--- config.mk ---
export PLATFORM = sky130hd
export DESIGN_NAME = rsc_strap_host
export DESIGN_NICKNAME = d
export VERILOG_FILES = /design/src/hw/rsc_pkg.sv /design/src/hw/rsc_sync.sv /design/src/hw/rsc_strap_host.sv
export SDC_FILE = /design/constraint.sdc
export NUM_CORES = 1
export LEC_CHECK = 0
export BUFFER_PORTS_ARGS = -buffer_cell sky130_fd_sc_hd__buf_2
export CAP_MARGIN = 25
export CORE_MARGIN = 2
export CORE_UTILIZATION = 39
export DETAILED_ROUTE_END_ITERATION = 16
export PLACE_DENSITY = 0.59
export SYNTH_ARGS = -nofsm -noshare
export SYNTH_HDL_FRONTEND = slang
export SYNTH_HIERARCHICAL = 1
export SYNTH_SLANG_ARGS = --single-unit
--- constraint.sdc ---
create_clock -name sys_clk_in -period 2.4 [get_ports sys_clk_in]
set_input_delay 0.24 -clock sys_clk_in [delete_from_list [all_inputs] [get_ports sys_clk_in]]
set_output_delay 0.24 -clock sys_clk_in [all_outputs]
set_load 0.02 [all_outputs]
--- src/hw/rsc_pkg.sv ---
// Purpose: shared constants and carriers for the reset strap and host pin block
// Assumes: 20 MHz system clock
// Notes: strap levels are sampled once per power-on reset
package rsc_pkg;

  localparam int CLK_HZ = 20000000;
  localparam int CFG_TIME_MS = 55;
  // configuration window length, exact at this rate
  localparam int CFG_CYCLES = CFG_TIME_MS * (CLK_HZ / 1000);
  localparam int CNT_W = 21;
  // settle cycles after reset release before the straps are caught
  localparam logic [CNT_W-1:0] SETTLE_CYCLES = 21'h000004;
  localparam logic [CNT_W-1:0] CNT_RESET = 21'h000000;

  localparam int GPIO_N = 7;
  localparam int STRAP_MODE_BIT = 3;
  localparam int STRAP_MCLK_LO = 0;
  localparam int STRAP_MCLK_HI = 1;
  // level on the mode strap that picks the serial peripheral port
  localparam logic SPI_MODE_LEVEL = 1'h1;

  typedef enum logic [1:0] {
    RSC_SETTLE = 2'b00,
    RSC_HOLD   = 2'b01,
    RSC_RUN    = 2'b10
  } rsc_phase_t;

  typedef struct packed {
    logic spi_mode;
    logic [1:0] mclk_sel;
  } rsc_straps_t;

  localparam rsc_straps_t STRAPS_RESET = '{spi_mode: 1'h0, mclk_sel: 2'h0};

  // per pin programmed setup from the internal processor
  typedef struct packed {
    logic [GPIO_N-1:0] oe;
    logic [GPIO_N-1:0] val;
    logic [GPIO_N-1:0] irq_sel;
  } rsc_gpio_cfg_t;

  // one two-signal group per gpio bank
  typedef struct packed {
    logic [GPIO_N-1:0] dout;
    logic [GPIO_N-1:0] oe;
  } rsc_gpio_drv_t;

  typedef struct packed {
    logic sck;
    logic mosi;
    logic cs_n;
  } rsc_spi_t;

  typedef struct packed {
    logic scl;
    logic sda;
    logic [1:0] addr_sel;
  } rsc_i2c_t;

  localparam rsc_spi_t SPI_IDLE = '{sck: 1'h0, mosi: 1'h0, cs_n: 1'h1};
  localparam rsc_i2c_t I2C_IDLE = '{scl: 1'h1, sda: 1'h1, addr_sel: 2'h0};

endpackage

--- src/hw/rsc_sync.sv ---
// Purpose: two flip-flop synchroniser for pin levels
// Assumes: inputs are asynchronous to sys_clk_in
// Notes: first stage is read only by the second stage
module rsc_sync #(
  parameter int W = 1
) (
  // clock and reset
  input wire logic sys_clk_in,
  input wire logic nrst_in,
  // levels
  input wire logic [W-1:0] d_in,
  output logic [W-1:0] q_out
);

  logic [W-1:0] meta_reg;
  logic [W-1:0] meta_next;
  logic [W-1:0] q_reg;
  logic [W-1:0] q_next;

  always_comb begin
    meta_next = d_in;
    q_next = meta_reg;
  end

  always_ff @(posedge sys_clk_in or negedge nrst_in) begin
    if (!nrst_in) begin
      meta_reg <= '0;
      q_reg <= '0;
    end else begin
      meta_reg <= meta_next;
      q_reg <= q_next;
    end
  end

  assign q_out = q_reg;

endmodule

--- src/hw/rsc_strap_host.sv ---
// Purpose: reset strap capture, gpio ownership and host pin routing
// Assumes: one 20 MHz clock, nrst_in is the power-on reset
// Notes: pins are released until the configuration window has ended
//
// Overview of operation
// - gpio3 strap selects I2C or SPI port
// - gpio1 and gpio0 straps select master clock
// - after window, gpio follow processor configuration
// - shared clock pin: SPI clock or SCL
// - serial input carries command, address, data; SDA
// - gpio set as interrupt output flags events
// - serial output shifts read data; else address select
module rsc_strap_host
  import rsc_pkg::*;
#(
  parameter int CFG_WAIT = rsc_pkg::CFG_CYCLES
) (
  // clock and reset
  input wire logic sys_clk_in,
  input wire logic nrst_in,
  // gpio pins
  input wire logic [rsc_pkg::GPIO_N-1:0] gpio_in,
  output rsc_pkg::rsc_gpio_drv_t gpio_out,
  // internal processor side
  input rsc_pkg::rsc_gpio_cfg_t gpio_cfg_in,
  input wire logic host_irq_in,
  output logic [rsc_pkg::GPIO_N-1:0] gpio_level_out,
  output rsc_pkg::rsc_straps_t straps_out,
  output logic cfg_ready_out,
  // host pins: shared clock, serial in, serial out, select
  input wire logic sck_scl_in,
  output logic sck_scl_out,
  output logic sck_scl_oe_out,
  input wire logic si_sda_in,
  output logic si_sda_out,
  output logic si_sda_oe_out,
  input wire logic host_serial_out_addr_sel_hi_in,
  output logic host_serial_out_addr_sel_hi_out,
  output logic host_serial_out_addr_sel_hi_oe_out,
  input wire logic host_select_n_addr_sel_lo_in,
  // serial port cores
  output rsc_pkg::rsc_spi_t spi_out,
  input wire logic spi_miso_in,
  output rsc_pkg::rsc_i2c_t i2c_out,
  input wire logic i2c_scl_low_in,
  input wire logic i2c_sda_low_in
);

  localparam logic [CNT_W-1:0] WAIT_LAST = CNT_W'(CFG_WAIT - 1);

  logic [GPIO_N-1:0] gpio_s;
  logic sck_s;
  logic si_s;
  logic so_s;
  logic cs_s;

  rsc_sync #(.W(GPIO_N + 4)) u_sync (
    .sys_clk_in(sys_clk_in),
    .nrst_in(nrst_in),
    .d_in({gpio_in, sck_scl_in, si_sda_in, host_serial_out_addr_sel_hi_in,
           host_select_n_addr_sel_lo_in}),
    .q_out({gpio_s, sck_s, si_s, so_s, cs_s})
  );

  // phase and strap capture
  rsc_phase_t phase_reg;
  rsc_phase_t phase_next;
  logic [CNT_W-1:0] cnt_reg;
  logic [CNT_W-1:0] cnt_next;
  rsc_straps_t straps_reg;
  rsc_straps_t straps_next;

  always_comb begin
    phase_next = phase_reg;
    cnt_next = cnt_reg;
    straps_next = straps_reg;
    case (phase_reg)
      RSC_SETTLE: begin
        // wait out the synchroniser before trusting the straps
        if (cnt_reg == SETTLE_CYCLES) begin
          straps_next.spi_mode = (gpio_s[STRAP_MODE_BIT] == SPI_MODE_LEVEL);
          straps_next.mclk_sel = {gpio_s[STRAP_MCLK_HI], gpio_s[STRAP_MCLK_LO]};
          phase_next = RSC_HOLD;
          cnt_next = CNT_RESET;
        end else begin
          cnt_next = cnt_reg + 1'b1;
        end
      end
      RSC_HOLD: begin
        // the host still drives the straps here, so the pins stay released
        if (cnt_reg == WAIT_LAST) begin
          phase_next = RSC_RUN;
        end else begin
          cnt_next = cnt_reg + 1'b1;
        end
      end
      RSC_RUN: begin
        // straps are never touched again until power-on reset
        phase_next = RSC_RUN;
      end
      default: begin
        phase_next = RSC_SETTLE;
        cnt_next = CNT_RESET;
      end
    endcase
  end

  always_ff @(posedge sys_clk_in or negedge nrst_in) begin
    if (!nrst_in) begin
      phase_reg <= RSC_SETTLE;
      cnt_reg <= CNT_RESET;
      straps_reg <= STRAPS_RESET;
    end else begin
      phase_reg <= phase_next;
      cnt_reg <= cnt_next;
      straps_reg <= straps_next;
    end
  end

  // pin drive and host routing
  rsc_gpio_drv_t gpio_reg;
  rsc_gpio_drv_t gpio_next;
  logic [GPIO_N-1:0] level_reg;
  logic [GPIO_N-1:0] level_next;
  logic ready_reg;
  logic ready_next;
  rsc_spi_t spi_reg;
  rsc_spi_t spi_next;
  rsc_i2c_t i2c_reg;
  rsc_i2c_t i2c_next;
  logic scl_oe_reg;
  logic scl_oe_next;
  logic sda_oe_reg;
  logic sda_oe_next;
  logic so_reg;
  logic so_next;
  logic so_oe_reg;
  logic so_oe_next;
  logic run;
  logic spi;

  always_comb begin
    run = (phase_reg == RSC_RUN);
    spi = straps_reg.spi_mode;
    gpio_next.oe = '0;
    gpio_next.dout = '0;
    level_next = gpio_s;
    ready_next = run;
    spi_next = SPI_IDLE;
    i2c_next = I2C_IDLE;
    scl_oe_next = 1'b0;
    sda_oe_next = 1'b0;
    so_next = 1'b0;
    so_oe_next = 1'b0;
    if (run) begin
      gpio_next.oe = gpio_cfg_in.oe | gpio_cfg_in.irq_sel;
      gpio_next.dout = (gpio_cfg_in.val & ~gpio_cfg_in.irq_sel) |
                       (gpio_cfg_in.irq_sel & {GPIO_N{host_irq_in}});
      if (spi) begin
        spi_next.sck = sck_s;
        spi_next.mosi = si_s;
        spi_next.cs_n = cs_s;
        so_next = spi_miso_in;
        so_oe_next = !cs_s;
      end else begin
        i2c_next.scl = sck_s;
        i2c_next.sda = si_s;
        i2c_next.addr_sel = {so_s, cs_s};
        // open drain: only ever pull low
        scl_oe_next = i2c_scl_low_in;
        sda_oe_next = i2c_sda_low_in;
      end
    end
  end

  always_ff @(posedge sys_clk_in or negedge nrst_in) begin
    if (!nrst_in) begin
      gpio_reg <= '0;
      level_reg <= '0;
      ready_reg <= 1'b0;
      spi_reg <= SPI_IDLE;
      i2c_reg <= I2C_IDLE;
      scl_oe_reg <= 1'b0;
      sda_oe_reg <= 1'b0;
      so_reg <= 1'b0;
      so_oe_reg <= 1'b0;
    end else begin
      gpio_reg <= gpio_next;
      level_reg <= level_next;
      ready_reg <= ready_next;
      spi_reg <= spi_next;
      i2c_reg <= i2c_next;
      scl_oe_reg <= scl_oe_next;
      sda_oe_reg <= sda_oe_next;
      so_reg <= so_next;
      so_oe_reg <= so_oe_next;
    end
  end

  assign gpio_out = gpio_reg;
  assign gpio_level_out = level_reg;
  assign straps_out = straps_reg;
  assign cfg_ready_out = ready_reg;
  assign spi_out = spi_reg;
  assign i2c_out = i2c_reg;
  assign sck_scl_out = 1'b0;
  assign sck_scl_oe_out = scl_oe_reg;
  assign si_sda_out = 1'b0;
  assign si_sda_oe_out = sda_oe_reg;
  assign host_serial_out_addr_sel_hi_out = so_reg;
  assign host_serial_out_addr_sel_hi_oe_out = so_oe_reg;
endmodule

==> results.env <==
FILLER_CELL_COUNT=718
EFFECTIVE_UTILIZATION_AT_FLOORPLAN_PCT=39.7
CLKPWRFRAC_PCT=39.8
HOLD_END='gpio_out[4]'
FINAL_PERIOD_MINUS_WORST_SETUP_SLACK_NS=2.27
SETUP_TNS_FINAL_NS=0
HOLDCRITSTARTPOINT='gpio_cfg_in[18]'
START_KIND='flip-flop'
POWER.SHARE.SEQUENTIAL_PCT=55.7
FLIP_FLOP_COUNT_OF_THE_LARGEST_REGISTER_AFTER_LAYOUT=21
WIRELENGTH_PER_CELL_UM=13.2
SYNTH.YOSYS.WARNINGS=6
MAPPED_CELL_AREA_UM2=3210
FIN_UTIL_PCT=50.3
WORST_R2R_STARTPOINT='cnt_reg[12]'
DESIGN.CORE.AREA_UM2=8090
GRT_SETUP_UNREPAIRED='no'
POST_CTS_RESIZE_COUNT=0
DRIVE_GT1_SHARE_PCT=33.1
GPL.FINAL_WEIGHTED_CONGESTION=0.805
TRITONCTS='yes'
GROUTE.USAGE.OVERALL_PCT=14.7
MAXIMUM_NUMBER_OF_PINS_ON_ONE_NET_BEFORE_GLOBAL_ROUTE_REPAIR=45
TOTALWIRELENGTH_UM=6240
PORTBUFS=73
MAX_FREQ_MHz=441
MEAN_AREA_PER_SYNTHESIZED_CELL_UM2=12.1
R2R_CELLS=5
CLK_ROOT_BUFFER_CELL='sky130_fd_sc_hd__clkbuf_8'
INITIALDRTVIOLATIONCOUNT=83
CRITPATHARRIVALTIME_NS=2.49
SETUP.WORST_PATH.CLASS='reg -> reg'
SYNTHESIS.INSTANCES=266
MET3WIRELENGTH_UM=429
NETSWITCHINGPOWER_uW=535
HTREE_NUM_LEVELS=3
REG2REG_SLACK_NS=0.13
P_LEAK_nW=1.91
ROW_COUNT=33
SYNTH-SEQ-AREA-SHARE_PCT=63.2
DIE_H_UM=94.8
POWERDENSITY_nW_PER_UM2=618
CAP_VIOLATIONS=0
PATH_DEPTH=5
HOLDCRITPATHCLASS='in -> reg'
GRT_PASS1_WL_UM=10100
DR_TOTAL_VIAS=2331
CRIT_CHAIN='or4_1 -> or4b_4 -> o2111a_1 -> or4b_1 -> a21oi_2'
HOLD_VIOL_FINAL=0
STATUS='finished, final reports clean'
TIGHTESTPINTRANSITION_NS=0.539
CTS.SINKS=81
PATH_DELAY_FAMILY='simple AND/OR/NAND/NOR gates'
TIMING.FINAL.SETUP_VIOLATIONS=0
WORST_IR_DROP_VDD_uV=288
WORST_R2R_ENDPOINT='cnt_reg[15]'
P_INT_mW=1.98
DRT_FIRST_PASS_ITERS=4
ROUTED_WL_MET2_UM=2910
CRITPATHSLOWESTCELL='sky130_fd_sc_hd__or4_1'
MAXSLEWHEADROOM_PCT=64.1
FINAL_MIN_PERIOD_OVER_CLOCK_PERIOD_PCT=94.5
MET1WIRELENGTH_UM=2810
TRITONCTS.NUM_BUFFERS=9
DIE-AREA_UM2=8980
CRITICAL_PATH_REQUIRED_NS=2.62
SWSHARE_PCT=21.3
FIN_SKEW_NS=0.00962
ANTENNADIODECOUNT=0
MULTI_INPUT_AREA_UM2=1060
MAXUSEDROUTINGLAYER='met4'
DIEWIDTH_UM=94.8
CRIT_FANOUT=6
CRITICAL_PATH.N_BUFFERS_INVERTERS=0
CLOCK_LATENCY_NS=0.35
DETAILED_PLACE_HPWL_UM=4360
ANT_NETS=0
HOLD-PATH-CELL-COUNT=3
PIN_COUNT=76
FINAL_NETS=404
WORSTSETUPENDPOINTTYPE='flip-flop'
DRV_SLEW=0
COMBPWRFRAC_PCT=4.5
YOSYS_REGISTER_BITS=81
SYN_TO_FINAL_GROWTH_PCT=26.6
DRC=0
VIASPERCELL=4.95
GLOBALROUTEOVERFLOWTOTAL=0
FINALPOWER_mW=2.52
GRT_ANTENNA_BEFORE_REPAIR=0
CLK_TRANSITION_REPORTED_PATHS_NS=0.08
REGISTER_AREA_UM2=2030
FIRST_GLOBAL_VIAS=2191
SYNTH.DISTINCT_CELLS=43
CTS_BUFFER_DEPTH=2
CRITICAL-PATH-MAX-STAGE-DELAY_NS=0.56
## worst reg2reg max path, cell delays in order, from the launching register on
cell and delay [ns]:
sky130_fd_sc_hd__dfrtp_1 0.42, sky130_fd_sc_hd__or4_1 0.57, sky130_fd_sc_hd__or4b_4 0.55, sky130_fd_sc_hd__o2111a_1 0.35, sky130_fd_sc_hd__or4b_1 0.21, sky130_fd_sc_hd__a21oi_2 0.05
## synth_stat cells, drive strengths merged
master / instances / share of area (%)
nand3: 6 / 0.93
or2: 4 / 0.78
clkinv: 1 / 0.12
conb: 1 / 0.12
o31ai: 6 / 1.4
a21oi: 14 / 3.2
or4: 9 / 2.2
nand4: 6 / 1.2
o21ai: 15 / 2.9
nor2: 33 / 3.9
xnor2: 2 / 0.55
nor4: 4 / 0.78
o2111a: 1 / 0.35
o32ai: 2 / 0.78
mux2i: 7 / 2.2
ha: 5 / 1.9
dfrtp: 78 / 61
and2: 4 / 0.78
dfstp: 3 / 2.5
or3: 7 / 1.4
nand3b: 2 / 0.47
nand2: 15 / 1.8
clkbuf: 3 / 0.35
buf: 8 / 2.1
inv: 11 / 1.3
mux2: 4 / 1.5
or4b: 3 / 1.1
nor4b: 1 / 0.27
nand2b: 1 / 0.19
nor3: 1 / 0.16
and3: 4 / 0.78
xor2: 1 / 0.27
o41ai: 3 / 0.82
nor4bb: 1 / 0.31
## metal layers
layer  vias to the layer above  global-route usage [%]
met5                         -                       0
met4                         0                    6.52
met3                         9                    4.71
met2                        75                    23.5
met1                      1132                    18.4
li1                       1115                       -
## power groups by stage
stage                     registers [mW]  logic (mW)  clock network [mW]
after global placement              1.43       0.100                   0
after global routing                1.40       0.127                1.10
after detailed placement            1.43       0.101                   0
after CTS                           1.40       0.117                1.04
after floorplan                     1.44      0.0198                   0
final                               1.40       0.113                1.00
## placed cells by master, fill, tap and decap left out, types with 2 or more instances in the layout
cell type / count
sky130_fd_sc_hd__dfrtp_1: 78
sky130_fd_sc_hd__buf_2: 72
sky130_fd_sc_hd__nor2_1: 33
sky130_fd_sc_hd__nand2_1: 15
sky130_fd_sc_hd__o21ai_1: 12
sky130_fd_sc_hd__dlygate4sd3_1: 12
sky130_fd_sc_hd__inv_1: 11
sky130_fd_sc_hd__clkbuf_8: 11
sky130_fd_sc_hd__a21oi_2: 9
sky130_fd_sc_hd__mux2i_1: 7
sky130_fd_sc_hd__or3_1: 7
sky130_fd_sc_hd__or4_1: 7
sky130_fd_sc_hd__buf_4: 7
sky130_fd_sc_hd__nand4_1: 6
sky130_fd_sc_hd__nand3_1: 6
sky130_fd_sc_hd__o31ai_1: 6
sky130_fd_sc_hd__a21oi_1: 5
sky130_fd_sc_hd__ha_1: 5
sky130_fd_sc_hd__and3_1: 4
sky130_fd_sc_hd__and2_1: 4
sky130_fd_sc_hd__nor4_1: 4
sky130_fd_sc_hd__or2_2: 4
sky130_fd_sc_hd__mux2_1: 3
sky130_fd_sc_hd__o41ai_1: 3
sky130_fd_sc_hd__dfstp_2: 3
sky130_fd_sc_hd__buf_12: 3
sky130_fd_sc_hd__o21ai_2: 2
sky130_fd_sc_hd__or4b_1: 2
sky130_fd_sc_hd__or4_2: 2
sky130_fd_sc_hd__nand3b_1: 2
sky130_fd_sc_hd__xnor2_1: 2
sky130_fd_sc_hd__conb_1: 2
## how the worst max path moves through the flow
stage               slack (ns)   startpoint      endpoint
floorplan                 0.25  cnt_reg[12]  phase_reg[1]
global placement           0.1  cnt_reg[12]    cnt_reg[2]
detailed placement        0.07  cnt_reg[12]    cnt_reg[2]
CTS                       0.04  cnt_reg[12]    cnt_reg[2]
global route             0.009  cnt_reg[12]    cnt_reg[6]
finish                    0.13  cnt_reg[12]   cnt_reg[15]
## area by class of cell
cell class              instances  area share, %
clock buffers                  12           3.81
clock inverters                 4           1.26
inverters                      12           1.11
multi-input cells             163           26.1
flip-flops and latches         81           49.9
well taps                     105           3.23
repair buffers                 94           14.6
## timing repair
action,in CTS,in global routing
hold buffers,12,0
hold endpoints to repair,51,0
setup buffers,0,1
endpoints found under the setup margin,0,11
## through the flow
step / setup WS, ns / hold WS, ns / instances / cell area [um^2]
floorplan: 0.254 / -0.0556 / 267 / 3220
global placement: 0.0951 / 0.261 / 442 / 3720
detailed placement: 0.0658 / 0.266 / 442 / 3720
CTS: 0.0445 / 0.0858 / 470 / 4050
global route: 0.00938 / 0.103 / 471 / 4070
finish: 0.132 / 0.0960 / 471 / 4070
## kinds of logic after synthesis
kind of cell | count (synthesis) | share of synthesized area (%)
DFF | 81 | 63.2
adders and majority gates | 5 | 1.95
muxes | 11 | 3.70
AOI/OAI and AO/OA | 41 | 9.50
buffers and inverters | 23 | 3.89
xor gates and xnor gates | 3 | 0.818
other | 1 | 0.117
and+or+nand+nor | 101 | 16.8
No activity file was read; power rests on OpenSTA's default activity.
